File: config.mk
export PLATFORM = sky130hd
export DESIGN_NAME = adaptive_threshold_control
export DESIGN_NICKNAME = d
export VERILOG_FILES = /design/src/adaptive_threshold_pkg.sv /design/src/adaptive_threshold_control.sv /design/src/op_point_capture.sv /design/src/threshold_adjuster.sv
export SDC_FILE = /design/constraint.sdc
export NUM_CORES = 1
export LEC_CHECK = 0
export BUFFER_PORTS_ARGS = -buffer_cell sky130_fd_sc_hd__buf_2
export CELL_PAD_IN_SITES_DETAIL_PLACEMENT = 1
export CELL_PAD_IN_SITES_GLOBAL_PLACEMENT = 2
export CORE_ASPECT_RATIO = 1.2
export CORE_MARGIN = 2
export CORE_UTILIZATION = 32
export CTS_BUF_LIST = sky130_fd_sc_hd__clkbuf_4 sky130_fd_sc_hd__clkbuf_8
export CTS_CLUSTER_SIZE = 8
export DETAILED_ROUTE_END_ITERATION = 8
export PLACE_DENSITY = 0.82
export SLEW_MARGIN = 0
export SYNTH_ARGS = -nofsm -noshare
export SYNTH_HDL_FRONTEND = slang
export SYNTH_SLANG_ARGS = --single-unit
File: constraint.sdc
create_clock -name i_clk -period 3.7 [get_ports i_clk]
set_input_delay 0.185 -clock i_clk [delete_from_list [all_inputs] [get_ports i_clk]]
set_output_delay 0.185 -clock i_clk [all_outputs]
set_load 0.005 [all_outputs]
File: src/adaptive_threshold_pkg.sv
// Package of register offsets, field positions, reset values and timing counts for the adaptive threshold block.
`default_nettype none
package adaptive_threshold_pkg;
   localparam logic [7:0] CONTROL_ONE_OFFSET     = 8'h36;
   localparam logic [7:0] CONTROL_TWO_OFFSET     = 8'h37;
   localparam logic [7:0] REMOTE_ONE_OP_OFFSET   = 8'h33;
   localparam logic [7:0] LOCAL_OP_OFFSET        = 8'h34;
   localparam logic [7:0] REMOTE_TWO_OP_OFFSET   = 8'h35;
   localparam logic [7:0] CONTROL_ONE_RESET      = 8'h00;
   localparam logic [7:0] OP_POINT_RESET         = 8'h64;
   localparam int         CODE_MSB_BIT           = 0;
   localparam int         CORE_LOW_POLICY_BIT    = 1;
   localparam int         REMOTE_ONE_CAPTURE_BIT = 2;
   localparam int         LOCAL_CAPTURE_BIT      = 3;
   localparam int         REMOTE_TWO_CAPTURE_BIT = 4;
   localparam int         REMOTE_ONE_ADAPT_BIT   = 5;
   localparam int         LOCAL_ADAPT_BIT        = 6;
   localparam int         REMOTE_TWO_ADAPT_BIT   = 7;
   localparam int         CODE_LOW_POS           = 6;
   localparam logic [11:0] BASE_DECREASE_CYCLES  = 12'h008;
   localparam logic [11:0] BASE_INCREASE_CYCLES  = 12'h010;
   localparam logic [7:0] THRESHOLD_STEP         = 8'h01;
endpackage : adaptive_threshold_pkg
`default_nettype wire

File: src/adaptive_threshold_control.sv
// Adaptive threshold control register, capture logic and core-voltage-low policy.
`default_nettype none
module adaptive_threshold_control (
   input  wire logic       i_clk,
   input  wire logic       i_resetn,
   input  wire logic [7:0] i_reg_addr,
   input  wire logic       i_reg_write,
   input  wire logic [7:0] i_reg_wdata,
   input  wire logic       i_lock,
   input  wire logic [1:0] i_remote_two_code_low,
   input  wire logic       i_overtemp_pin,
   input  wire logic       i_standby_supply,
   input  wire logic [7:0] i_core_voltage,
   input  wire logic [7:0] i_core_voltage_low_limit,
   input  wire logic       i_alert_enable,
   input  wire logic       i_status_bit1_clear,
   input  wire logic       i_shutdown_request,
   input  wire logic       i_processor_hot_in,
   input  wire logic       i_monitor_tick,
   input  wire logic [7:0] i_remote_one_temp,
   input  wire logic [7:0] i_local_temp,
   input  wire logic [7:0] i_remote_two_temp,
   input  wire logic [7:0] i_high_limit,
   input  wire logic [7:0] i_low_limit,
   input  wire logic [7:0] i_initial_threshold,
   input  wire logic       i_threshold_load,
   output logic      [7:0] o_control_one,
   output logic      [7:0] o_remote_one_op_point,
   output logic      [7:0] o_local_op_point,
   output logic      [7:0] o_remote_two_op_point,
   output logic      [7:0] o_remote_one_threshold,
   output logic      [7:0] o_local_threshold,
   output logic      [7:0] o_remote_two_threshold,
   output logic            o_status_bit1,
   output logic            o_alert,
   output logic            o_processor_hot_event,
   output logic            o_shutdown_enter
);
   import adaptive_threshold_pkg::*;

   logic [7:0] ctrl_reg;
   logic [7:0] ctrl_next;
   logic       ot_meta_reg;
   logic       ot_sync_reg;
   logic       ot_prev_reg;
   logic       hot_meta_reg;
   logic       hot_sync_reg;
   logic       status_reg;
   logic       status_next;
   logic       alert_reg;
   logic       alert_next;
   logic       hot_evt_reg;
   logic       hot_evt_next;
   logic       shut_reg;
   logic       shut_next;
   logic [7:0] op_r1;
   logic [7:0] op_lc;
   logic [7:0] op_r2;
   logic [7:0] thr_r1;
   logic [7:0] thr_lc;
   logic [7:0] thr_r2;
   logic       ot_rise;
   logic       core_low;
   logic [2:0] remote_two_cycle_code;
   logic [2:0] remote_one_cycle_code;
   logic [2:0] local_cycle_code;
   logic       ot_meta_next;
   logic       ot_sync_next;
   logic       ot_prev_next;
   logic       hot_meta_next;
   logic       hot_sync_next;
   logic       write_ctrl;
   logic       write_op_r1;
   logic       write_op_lc;
   logic       write_op_r2;
   logic       adapt_en_r1;
   logic       adapt_en_lc;
   logic       adapt_en_r2;

   // Address decode; the lock guards the control register and the operating points alike.
   // A locked write is dropped with no indication of any kind.
   always_comb begin
      write_ctrl  = i_reg_write && (i_reg_addr == CONTROL_ONE_OFFSET) && !i_lock;
      write_op_r1 = i_reg_write && (i_reg_addr == REMOTE_ONE_OP_OFFSET) && !i_lock;
      write_op_lc = i_reg_write && (i_reg_addr == LOCAL_OP_OFFSET) && !i_lock;
      write_op_r2 = i_reg_write && (i_reg_addr == REMOTE_TWO_OP_OFFSET) && !i_lock;
   end

   // Control register.
   always_comb begin
      ctrl_next = ctrl_reg;
      if (write_ctrl) begin
         ctrl_next = i_reg_wdata;
      end
   end

   always_ff @(posedge i_clk or negedge i_resetn) begin
      if (!i_resetn) begin
         ctrl_reg <= CONTROL_ONE_RESET;
      end else begin
         ctrl_reg <= ctrl_next;
      end
   end

   // The overtemperature and processor-hot pins are asynchronous, so both pass two flops.
   // Only the second flop and its delayed copy feed logic; the edge detector reads those two, never the first.
   always_comb begin
      ot_meta_next  = i_overtemp_pin;
      ot_sync_next  = ot_meta_reg;
      ot_prev_next  = ot_sync_reg;
      hot_meta_next = i_processor_hot_in;
      hot_sync_next = hot_meta_reg;
   end

   always_ff @(posedge i_clk or negedge i_resetn) begin
      if (!i_resetn) begin
         ot_meta_reg  <= 1'b0;
         ot_sync_reg  <= 1'b0;
         ot_prev_reg  <= 1'b0;
         hot_meta_reg <= 1'b0;
         hot_sync_reg <= 1'b0;
      end else begin
         ot_meta_reg  <= ot_meta_next;
         ot_sync_reg  <= ot_sync_next;
         ot_prev_reg  <= ot_prev_next;
         hot_meta_reg <= hot_meta_next;
         hot_sync_reg <= hot_sync_next;
      end
   end

   // The edge detector rests low like the idle pin, so leaving reset makes no false capture.
   always_comb begin
      ot_rise = ot_sync_reg && !ot_prev_reg;
   end

   // Remote one and local codes live wholly in the second register, outside this block.
   always_comb begin
      remote_one_cycle_code = 3'h0;
      local_cycle_code      = 3'h0;
      remote_two_cycle_code = {ctrl_reg[CODE_MSB_BIT], i_remote_two_code_low};
   end

   // Condition is evaluated live, so everything resumes as soon as the core recovers.
   always_comb begin
      core_low = ctrl_reg[CORE_LOW_POLICY_BIT] && i_standby_supply
                 && (i_core_voltage < i_core_voltage_low_limit);
   end

   // Adaptation pauses while the core is low; its wait count restarts from zero afterwards.
   always_comb begin
      adapt_en_r1 = ctrl_reg[REMOTE_ONE_ADAPT_BIT] && !core_low;
      adapt_en_lc = ctrl_reg[LOCAL_ADAPT_BIT] && !core_low;
      adapt_en_r2 = ctrl_reg[REMOTE_TWO_ADAPT_BIT] && !core_low;
   end

   // Policy outputs; the status set wins over a same-cycle clear.
   // Alert follows the next status value, so it rises in the same cycle as the flag.
   always_comb begin
      status_next = status_reg;
      if (i_status_bit1_clear) begin
         status_next = 1'b0;
      end
      if (core_low) begin
         status_next = 1'b1;
      end
      alert_next   = status_next && i_alert_enable;
      hot_evt_next = hot_sync_reg && !core_low;
      shut_next    = i_shutdown_request && !core_low;
   end

   always_ff @(posedge i_clk or negedge i_resetn) begin
      if (!i_resetn) begin
         status_reg  <= 1'b0;
         alert_reg   <= 1'b0;
         hot_evt_reg <= 1'b0;
         shut_reg    <= 1'b0;
      end else begin
         status_reg  <= status_next;
         alert_reg   <= alert_next;
         hot_evt_reg <= hot_evt_next;
         shut_reg    <= shut_next;
      end
   end

   // A clear capture bit simply blocks the pin edge for that channel.
   op_point_capture u_op_r1 (
      .i_clk            (i_clk),
      .i_resetn         (i_resetn),
      .i_write          (write_op_r1),
      .i_wdata          (i_reg_wdata),
      .i_capture_enable (ctrl_reg[REMOTE_ONE_CAPTURE_BIT]),
      .i_overtemp_rise  (ot_rise),
      .i_temperature    (i_remote_one_temp),
      .o_value          (op_r1)
   );

   op_point_capture u_op_lc (
      .i_clk            (i_clk),
      .i_resetn         (i_resetn),
      .i_write          (write_op_lc),
      .i_wdata          (i_reg_wdata),
      .i_capture_enable (ctrl_reg[LOCAL_CAPTURE_BIT]),
      .i_overtemp_rise  (ot_rise),
      .i_temperature    (i_local_temp),
      .o_value          (op_lc)
   );

   op_point_capture u_op_r2 (
      .i_clk            (i_clk),
      .i_resetn         (i_resetn),
      .i_write          (write_op_r2),
      .i_wdata          (i_reg_wdata),
      .i_capture_enable (ctrl_reg[REMOTE_TWO_CAPTURE_BIT]),
      .i_overtemp_rise  (ot_rise),
      .i_temperature    (i_remote_two_temp),
      .o_value          (op_r2)
   );

   // Remote one and local use code zero here because their codes live in the second register.
   threshold_adjuster u_thr_r1 (
      .i_clk          (i_clk),
      .i_resetn       (i_resetn),
      .i_enable       (adapt_en_r1),
      .i_monitor_tick (i_monitor_tick),
      .i_cycle_code   (remote_one_cycle_code),
      .i_temperature  (i_remote_one_temp),
      .i_op_point     (op_r1),
      .i_high_limit   (i_high_limit),
      .i_low_limit    (i_low_limit),
      .i_load         (i_threshold_load),
      .i_load_value   (i_initial_threshold),
      .o_threshold    (thr_r1)
   );

   threshold_adjuster u_thr_lc (
      .i_clk          (i_clk),
      .i_resetn       (i_resetn),
      .i_enable       (adapt_en_lc),
      .i_monitor_tick (i_monitor_tick),
      .i_cycle_code   (local_cycle_code),
      .i_temperature  (i_local_temp),
      .i_op_point     (op_lc),
      .i_high_limit   (i_high_limit),
      .i_low_limit    (i_low_limit),
      .i_load         (i_threshold_load),
      .i_load_value   (i_initial_threshold),
      .o_threshold    (thr_lc)
   );

   threshold_adjuster u_thr_r2 (
      .i_clk          (i_clk),
      .i_resetn       (i_resetn),
      .i_enable       (adapt_en_r2),
      .i_monitor_tick (i_monitor_tick),
      .i_cycle_code   (remote_two_cycle_code),
      .i_temperature  (i_remote_two_temp),
      .i_op_point     (op_r2),
      .i_high_limit   (i_high_limit),
      .i_low_limit    (i_low_limit),
      .i_load         (i_threshold_load),
      .i_load_value   (i_initial_threshold),
      .o_threshold    (thr_r2)
   );

   // Every output comes straight from a register.
   assign o_control_one          = ctrl_reg;
   assign o_remote_one_op_point  = op_r1;
   assign o_local_op_point       = op_lc;
   assign o_remote_two_op_point  = op_r2;
   assign o_remote_one_threshold = thr_r1;
   assign o_local_threshold      = thr_lc;
   assign o_remote_two_threshold = thr_r2;
   assign o_status_bit1          = status_reg;
   assign o_alert                = alert_reg;
   assign o_processor_hot_event  = hot_evt_reg;
   assign o_shutdown_enter       = shut_reg;
endmodule : adaptive_threshold_control
`default_nettype wire

File: src/op_point_capture.sv
// One operating-point register with host write and overtemperature capture.
`default_nettype none
module op_point_capture (
   input  wire logic       i_clk,
   input  wire logic       i_resetn,
   input  wire logic       i_write,
   input  wire logic [7:0] i_wdata,
   input  wire logic       i_capture_enable,
   input  wire logic       i_overtemp_rise,
   input  wire logic [7:0] i_temperature,
   output logic      [7:0] o_value
);
   import adaptive_threshold_pkg::*;
   logic [7:0] value_reg;
   logic [7:0] value_next;

   // Capture beats a same-cycle host write so an alarm point is never lost.
   always_comb begin
      value_next = value_reg;
      if (i_write) begin
         value_next = i_wdata;
      end
      if (i_capture_enable && i_overtemp_rise) begin
         value_next = i_temperature;
      end
   end

   always_ff @(posedge i_clk or negedge i_resetn) begin
      if (!i_resetn) begin
         value_reg <= OP_POINT_RESET;
      end else begin
         value_reg <= value_next;
      end
   end

   assign o_value = value_reg;
endmodule : op_point_capture
`default_nettype wire

File: src/threshold_adjuster.sv
// Adaptive fan-start threshold adjuster for one temperature channel.
`default_nettype none
module threshold_adjuster (
   input  wire logic       i_clk,
   input  wire logic       i_resetn,
   input  wire logic       i_enable,
   input  wire logic       i_monitor_tick,
   input  wire logic [2:0] i_cycle_code,
   input  wire logic [7:0] i_temperature,
   input  wire logic [7:0] i_op_point,
   input  wire logic [7:0] i_high_limit,
   input  wire logic [7:0] i_low_limit,
   input  wire logic       i_load,
   input  wire logic [7:0] i_load_value,
   output logic      [7:0] o_threshold
);
   import adaptive_threshold_pkg::*;
   logic [7:0]  thr_reg;
   logic [7:0]  thr_next;
   logic [11:0] cnt_reg;
   logic [11:0] cnt_next;
   logic [11:0] dec_limit;
   logic [11:0] inc_limit;
   logic        want_dec;
   logic        want_inc;

   // Each code step doubles both waits.
   always_comb begin
      dec_limit = BASE_DECREASE_CYCLES << i_cycle_code;
      inc_limit = BASE_INCREASE_CYCLES << i_cycle_code;
      want_dec  = (i_temperature > i_op_point) || (i_temperature > i_high_limit);
      want_inc  = (i_temperature < i_op_point) && (i_temperature < i_low_limit);
      thr_next  = thr_reg;
      cnt_next  = cnt_reg;
      if (i_load) begin
         thr_next = i_load_value;
         cnt_next = 12'h000;
      end else if (!i_enable) begin
         cnt_next = 12'h000;
      end else if (i_monitor_tick) begin
         cnt_next = cnt_reg + 12'h001;
         if (want_dec && (cnt_next >= dec_limit)) begin
            if (thr_reg != 8'h00) begin
               thr_next = thr_reg - THRESHOLD_STEP;
            end
            cnt_next = 12'h000;
         end else if (want_inc && (cnt_next >= inc_limit)) begin
            if (thr_reg < i_op_point) begin
               thr_next = thr_reg + THRESHOLD_STEP;
            end
            cnt_next = 12'h000;
         end else if (!want_dec && !want_inc) begin
            cnt_next = 12'h000;
         end
      end
   end

   always_ff @(posedge i_clk or negedge i_resetn) begin
      if (!i_resetn) begin
         thr_reg <= 8'h00;
         cnt_reg <= 12'h000;
      end else begin
         thr_reg <= thr_next;
         cnt_reg <= cnt_next;
      end
   end

   assign o_threshold = thr_reg;
endmodule : threshold_adjuster
`default_nettype wire
==> results of run 1 <==
[routing by layer]
| layer | vias to the layer above | part of all wire | track usage |
|---|---|---|---|
| li1 | 3888 | - | - |
| met1 | 4003 | 0.44 | 0.268 |
| met2 | 139 | 0.51 | 0.380 |
| met3 | 35 | 0.033 | 0.0251 |
| met4 | 0 | 0.021 | 0.0587 |
| met5 | - | 0 | 0 |
[worst register-to-register path, stage by stage (launching register included)]
cell      delay [ns]
dfrtp_1         0.41
ha_2            0.21
nand3_2         0.08
inv_2           0.07
and3_4          0.18
nand3_1         0.09
xnor2_1         0.21
ha_1            0.28
nand3_2         0.08
nor2_1          0.04
o31ai_1         0.06
o2111a_1        0.28
a21oi_4         0.07
ha_1            0.32
a21o_1          0.19
a21oi_2         0.17
o21ai_2         0.08
o41ai_2         0.25
xor2_1          0.12
or4_1           0.41
a31oi_1         0.14
[Yosys cell counts, types with 3 or more instances]
| cell | n | share of area |
|---|---|---|
| a21o_1 | 21 | 0.019 |
| xnor2_1 | 25 | 0.026 |
| nor4_1 | 9 | 0.0067 |
| nor3_1 | 14 | 0.0083 |
| buf_4 | 3 | 0.0027 |
| ha_1 | 134 | 0.20 |
| a2111oi_0 | 3 | 0.0031 |
| dfrtp_1 | 92 | 0.27 |
| and2_1 | 10 | 0.0074 |
| o21a_1 | 7 | 0.0062 |
| a41oi_1 | 3 | 0.0031 |
| or3_1 | 5 | 0.0037 |
| a21oi_1 | 62 | 0.037 |
| nor3b_1 | 7 | 0.0062 |
| fa_1 | 3 | 0.0071 |
| and3_1 | 23 | 0.017 |
| o211ai_1 | 7 | 0.0062 |
| and4_1 | 5 | 0.0052 |
| nand2b_1 | 6 | 0.0044 |
| nor2_1 | 60 | 0.027 |
| nand2_1 | 58 | 0.026 |
| inv_1 | 73 | 0.032 |
| mux2_2 | 10 | 0.013 |
| nand4_1 | 16 | 0.012 |
| a22o_1 | 6 | 0.0062 |
| o21bai_1 | 5 | 0.0044 |
| nand3b_1 | 4 | 0.0036 |
| a31oi_1 | 11 | 0.0081 |
| o31ai_1 | 6 | 0.0053 |
| xor2_1 | 8 | 0.0083 |
| clkbuf_1 | 12 | 0.0053 |
| a21boi_0 | 5 | 0.0044 |
| o2111ai_1 | 4 | 0.0041 |
| dfstp_2 | 9 | 0.028 |
| a211o_1 | 4 | 0.0041 |
| mux2i_1 | 35 | 0.041 |
| nor2b_1 | 9 | 0.0067 |
| o21ai_0 | 52 | 0.031 |
| o22ai_1 | 5 | 0.0037 |
| a211oi_1 | 9 | 0.0080 |
| nand3_1 | 28 | 0.017 |
[cells by family after synthesis]
family	Yosys count	synth area share
AO/OA/AOI/OAI	234	0.185
XOR/XNOR	33	0.0342
adder cells (fa/ha/maj)	137	0.205
buffers and inverters	94	0.0450
flip-flops	101	0.300
multiplexers	45	0.0548
AND/OR/NAND/NOR	276	0.175
[power by group through the flow]
stage               logic [mW]  clock network [mW]  registers, mW
finish                   0.904               0.771           1.24
global route              1.01               0.828           1.25
CTS                      0.888               0.797           1.24
detailed placement       0.854                   0           1.26
global placement         0.822                   0           1.26
floorplan                0.472                   0           1.23
[worst max path at each step]
stage | cells past startpoint | from | to
after floorplan | 21 | u_thr_r2.cnt_reg[0]$_DFFE_PN0P_ | u_thr_r2.o_threshold[7]$_DFFE_PN0P_
after global placement | 21 | u_thr_r2.cnt_reg[1]$_DFFE_PN0P_ | u_thr_r2.o_threshold[7]$_DFFE_PN0P_
after detailed placement | 16 | u_op_lc.o_value[2]$_DFFE_PN1P_ | u_thr_lc.o_threshold[7]$_DFFE_PN0P_
after CTS | 21 | u_thr_r2.cnt_reg[1]$_DFFE_PN0P_ | u_thr_r2.o_threshold[7]$_DFFE_PN0P_
after global routing | 24 | u_thr_r2.cnt_reg[0]$_DFFE_PN0P_ | u_thr_r2.o_threshold[6]$_DFFE_PN0P_
final | 20 | u_thr_r2.cnt_reg[1]$_DFFE_PN0P_ | u_thr_r2.o_threshold[7]$_DFFE_PN0P_
[cell type report]
class / instances / area, µm²
fill: 3119 / 15300
multi-input combinational: 725 / 5780
sequential: 101 / 2540
timing repair buffer: 260 / 1600
tap: 335 / 419
inverter: 75 / 284
clock buffer: 12 / 146
clock inverter: 4 / 51.3
[timing repair]
item	CTS	global route
endpoints found under the hold margin	51	0
buffers inserted	11	8
setup endpoints to repair	6	14
hold buffers	7	0
resized for setup	16	36
pin swaps	20	29
[stage by stage]
step	instance area (µm²)	setup slack, ns	setup TNS, ns	cells
after floorplan	8500	-0.117	-0.195	920
after global placement	10200	-0.0717	-0.112	1471
after detailed placement	10200	-0.196	-0.763	1471
after CTS	10600	-0.119	-0.171	1505
after global routing	10800	-0.330	-1.10	1512
final	10800	-0.109	-0.218	1512
==> flow_summary.json, run 1 <==
{
  "post_synth.cell_area_avg_um2": 9.19,
  "synth-edff-count": 0,
  "p_leak_nw": 5.45,
  "drive_above_1_share": 0.308,
  "num_vias": 8065,
  "cp_top_family": "compound AO/OA/AOI/OAI gates",
  "r2r_start": "u_thr_r2.cnt_reg[1]$_DFFE_PN0P_",
  "clock_path_buffers": 2,
  "synthArstFlopShare": 1.00,
  "finalPower_mw": 2.92,
  "final_nets": 1403,
  "worstHoldStart": "i_initial_threshold[7]",
  "grt_pass1_wl_mm": 46.2,
  "clock-root-buffer": "clkbuf_8",
  "p_int_mw": 1.92,
  "maxCapViolCount": 0,
  "drtIter0Drc": 297,
  "synth_area_um2": 8450,
  "rsz0062_at_grt": "yes",
  "pwr-share-clk": 0.264,
  "post_drt_wl_per_cell_um": 19.5,
  "cp_max_fo": 5,
  "fmaxAchievable_mhz": 263,
  "yosysUniqueCellTypes": 81,
  "critPathLaunchType": "register",
  "worstSetupEndpointType": "register",
  "rr_endpoint": "u_thr_r2.o_threshold[7]$_DFFE_PN0P_",
  "required_ns": 4.02,
  "grt_remaining_overflow": 0,
  "grt_pass1_vias": 8488,
  "hold_viol": 0,
  "cpPeakStageDelay_ns": 0.41,
  "switching_power_mw": 0.995,
  "cp_data_arrival_time_ns": 4.13,
  "fin_skew_ns": 0.0108,
  "clock_sinks": 101,
  "core_area_um2": 26100,
  "yosys_warnings": 0,
  "final_common_cell": "buf_2",
  "grt_usage": 0.212,
  "maxSlewViolCount": 0,
  "hold_ws_ns": 0.0490,
  "violations": "negative setup slack",
  "finalCriticalPeriod_ns": 3.81,
  "worstRegToRegCells": 20,
  "clkLatencyLatePin_ns": 0.39,
  "fin_ws_ns": -0.109,
  "final_cell_mix": "152 x buf_2, 125 x ha_1, 98 x buf_4",
  "grt_max_degree": 51,
  "max_slew_margin": 0.520,
  "ys_ff_latch": 101,
  "criticalPathCategory": "register to register",
  "peakVddDrop_v": 0.000170,
  "cts_tree": "built",
  "p_per_area_nw_per_um2": 270,
  "via_per_inst": 5.33,
  "dr.pass1.iters": 4,
  "area_growth_pct": 28.1,
  "die-area_um2": 27700,
  "min-delay-path-class": "primary input to register",
  "initial_core_util": 0.324,
  "netSwitchingFraction": 0.341,
  "htreeDepth": 3,
  "drc_errors": 0,
  "status": "finished with violations",
  "path_cells": "ha_2 > nand3_2 > inv_2 > and3_4 > nand3_1 > xnor2_1 > ha_1 > nand3_2 > nor2_1 > o31ai_1 > o2111a_1 > a21oi_4 > ha_1 > a21o_1 > a21oi_2 > o21ai_2 > o41ai_2 > xor2_1 > or4_1 > a31oi_1",
  "fp-row-count": 65,
  "finalCritPeriodShare": 1.03,
  "pwr-share-comb": 0.310,
  "portBuffers": 153,
  "hold_depth": 3,
  "clk_pin_slew_ns": 0.11,
  "synthFlopType": "dfrtp_1",
  "antenna-diode-count": 0,
  "worst_slew_pin_slew_ns": 0.713,
  "antenna_found_initial": 0,
  "synth_nets": 1151,
  "final_core_utilization": 0.415,
  "ant_nets": 0,
  "critPathSlowestCell": "dfrtp_1",
  "ys_seq_area_frac": 0.300,
  "p_seq_frac": 0.426,
  "dpl.hpwl_mm": 24.1,
  "die_y_um": 182,
  "numCtsBuffers": 9,
  "place.gp.congestion": 0.890,
  "hold_end": "u_thr_r1.o_threshold[7]$_DFFE_PN0P_",
  "ios": 154,
  "wl_mm": 29.5,
  "die-width_um": 152,
  "finalSetupViolations": 3,
  "critPathBufInv": 1,
  "ff2ff_setup_slack_ns": -0.11,
  "syn_inst": 920
}
Note: power is estimated with default switching activity, not from simulation.
==> run 2, diff against run 1 <==
PLACE_DENSITY = default   (was 0.82)
PLACE_DENSITY_LB_ADDON = 0.3   (was default)
==> flow_summary.json, run 2 (synthesis results as in run 1) <==
{
  "status": "finished with violations",
  "violations": "negative setup slack",
  "worst_slew_pin_slew_ns": 0.771,
  "cp_data_arrival_time_ns": 4.20,
  "num-fill-cells": 3076,
  "maxSlewViolCount": 0,
  "clk_pin_slew_ns": 0.11,
  "finalSetupViolations": 3,
  "drive_above_1_share": 0.307,
  "grt_remaining_overflow": 0,
  "cp.depth": 25,
  "die_y_um": 182,
  "clock_path_buffers": 2,
  "cp_max_fo": 4,
  "drtIter0Drc": 240,
  "p_per_area_nw_per_um2": 274,
  "hold_ws_ns": 0.0301,
  "setup_tns_ns": -0.423,
  "p_int_mw": 1.97,
  "area_growth_pct": 29.0,
  "grt_pass1_vias": 8408,
  "ff2ff_setup_slack_ns": -0.18,
  "cts_tree": "built",
  "worstRegToRegCells": 25,
  "clkLatencyLatePin_ns": 0.40,
  "antenna-diode-count": 0,
  "die-area_um2": 27700,
  "peakVddDrop_v": 0.000161,
  "final_nets": 1405,
  "p_leak_nw": 5.49,
  "min-delay-path-class": "primary input to register",
  "pwr-share-clk": 0.282,
  "required_ns": 4.02,
  "drc_errors": 0,
  "die-width_um": 152,
  "initial_core_util": 0.324,
  "via_per_inst": 5.30,
  "place_inst": 1471,
  "grt_max_degree": 38,
  "max_slew_margin": 0.483,
  "clock-root-buffer": "clkbuf_8",
  "criticalPathCategory": "register to register",
  "cp_common_cell": "buf_4",
  "fin_skew_ns": 0.0131,
  "cpPeakStageDelay_ns": 0.42,
  "endpoint": "u_thr_r2.o_threshold[6]$_DFFE_PN0P_",
  "met3_usage": 0.0265,
  "clock_sinks": 101,
  "finalPower_mw": 2.99,
  "critPathSlowestCell": "dfrtp_1",
  "num_vias": 8023,
  "finalCritPeriodShare": 1.05,
  "ant_nets": 0,
  "rr_endpoint": "u_thr_r2.o_threshold[6]$_DFFE_PN0P_",
  "core_area_um2": 26100,
  "p_seq_frac": 0.417,
  "netSwitchingFraction": 0.341,
  "dpl.hpwl_mm": 24.3,
  "grt_pass1_wl_mm": 47.2,
  "switching_power_mw": 1.02,
  "fp-row-count": 65,
  "dr.pass1.iters": 4,
  "wl_mm": 30.1,
  "critPathBufInv": 5,
  "cp_top_family": "compound AO/OA/AOI/OAI gates",
  "maxCapViolCount": 0,
  "finalCriticalPeriod_ns": 3.88,
  "ios": 154,
  "place.gp.congestion": 0.857,
  "final_common_cell": "buf_2",
  "final_cell_mix": "152 x buf_2, 124 x ha_1, 102 x buf_4",
  "critPathLaunchType": "register",
  "numCtsBuffers": 9,
  "grt_most_used_layer": "met2",
  "rsz0062_at_grt": "yes",
  "final_cells": 1514,
  "post_drt_wl_per_cell_um": 19.9,
  "r2r_start": "u_thr_r2.cnt_reg[1]$_DFFE_PN0P_",
  "use_met1": 0.275,
  "portBuffers": 153,
  "grtUsageMet2": 0.392,
  "htreeDepth": 3,
  "fin_ws_ns": -0.180,
  "hold_viol": 0,
  "worstSetupEndpointType": "register",
  "antenna_found_initial": 0,
  "pwr-share-comb": 0.301,
  "grt_usage": 0.217,
  "crit_path_start": "u_thr_r2.cnt_reg[1]$_DFFE_PN0P_",
  "fmaxAchievable_mhz": 258
}
-- run 2: changes by cell type in the layout (fill, tap and decap cells not counted), sizes merged --
cell	delta
buf	+3
bufinv	+1
clkinv	+1
dlygate4sd3	-1
inv	+1
clkbuf	-3
-- run 2: layout make-up --
| class | count | area, µm² | share of cell area |
|---|---|---|---|
| flip-flops and latches | 101 | 2540 | 0.233 |
| clock inverters | 7 | 97.6 | 0.00895 |
| repair buffers | 262 | 1610 | 0.148 |
| inverters | 75 | 284 | 0.0260 |
| clock buffers | 9 | 124 | 0.0114 |
| well taps | 335 | 419 | 0.0384 |
| multi-input cells | 725 | 5830 | 0.535 |
-- run 2: power groups by stage --
stage | sequential, mW | clock, mW | combinational, mW
floorplan | 1.23 | 0 | 0.472
global placement | 1.26 | 0 | 0.823
detailed placement | 1.26 | 0 | 0.845
CTS | 1.25 | 0.870 | 0.880
global route | 1.26 | 0.915 | 1.01
finish | 1.25 | 0.844 | 0.900
-- run 2: timing repair --
action | CTS | global route
setup endpoints to repair | 6 | 11
buffers inserted | 13 | 8
resized for setup | 17 | 34
pin swaps | 20 | 34
gates cloned | 0 | 0
endpoints found under the hold margin | 38 | 0
hold buffers | 6 | 0
-- run 2: layer usage --
metal | routed length (µm) | vias to the layer above
met4 | 481 | 0
met5 | 0 | -
met3 | 970 | 32
li1 | - | 3888
met1 | 13500 | 3961
met2 | 15100 | 142
-- run 2: worst min-delay path by stage --
stage                                start                             endpoint  slack (ns)  cells past startpoint
final                     i_threshold_load  u_thr_r1.o_threshold[7]$_DFFE_PN0P_        0.03                      2
after global routing      i_threshold_load  u_thr_r1.o_threshold[7]$_DFFE_PN0P_        0.01                      2
after CTS                 i_threshold_load  u_thr_r1.o_threshold[7]$_DFFE_PN0P_       0.009                      2
after detailed placement          i_resetn       u_op_r2.o_value[0]$_DFFE_PN0P_        0.19                      1
after global placement            i_resetn       u_op_r2.o_value[0]$_DFFE_PN0P_        0.19                      1
after floorplan                   i_resetn               hot_meta_reg$_DFF_PN0_       -0.11                      0
-- run 2: metrics by stage --
| stage | worst slack (ns) | util | instance area [µm²] |
|---|---|---|---|
| 3_5_place_dp | -0.208 | 0.391 | 10200 |
| 3_3_place_gp | -0.0937 | 0.391 | 10200 |
| 6_report | -0.180 | 0.418 | 10900 |
| 2_1_floorplan | -0.117 | - | 8500 |
| 5_1_grt | -0.416 | 0.418 | 10900 |
| 4_1_cts | -0.0782 | 0.410 | 10700 |
-- run 2: worst register-to-register path, delay by kind of cell (launching register included) --
kind / cells / cell delay [ns]
adders and majority gates: 3 / 0.73
buffers and inverters: 5 / 0.54
xor gates and xnor gates: 2 / 0.33
AOI/OAI and AO/OA: 7 / 1.05
and+or+nand+nor: 8 / 0.74
DFF: 1 / 0.42
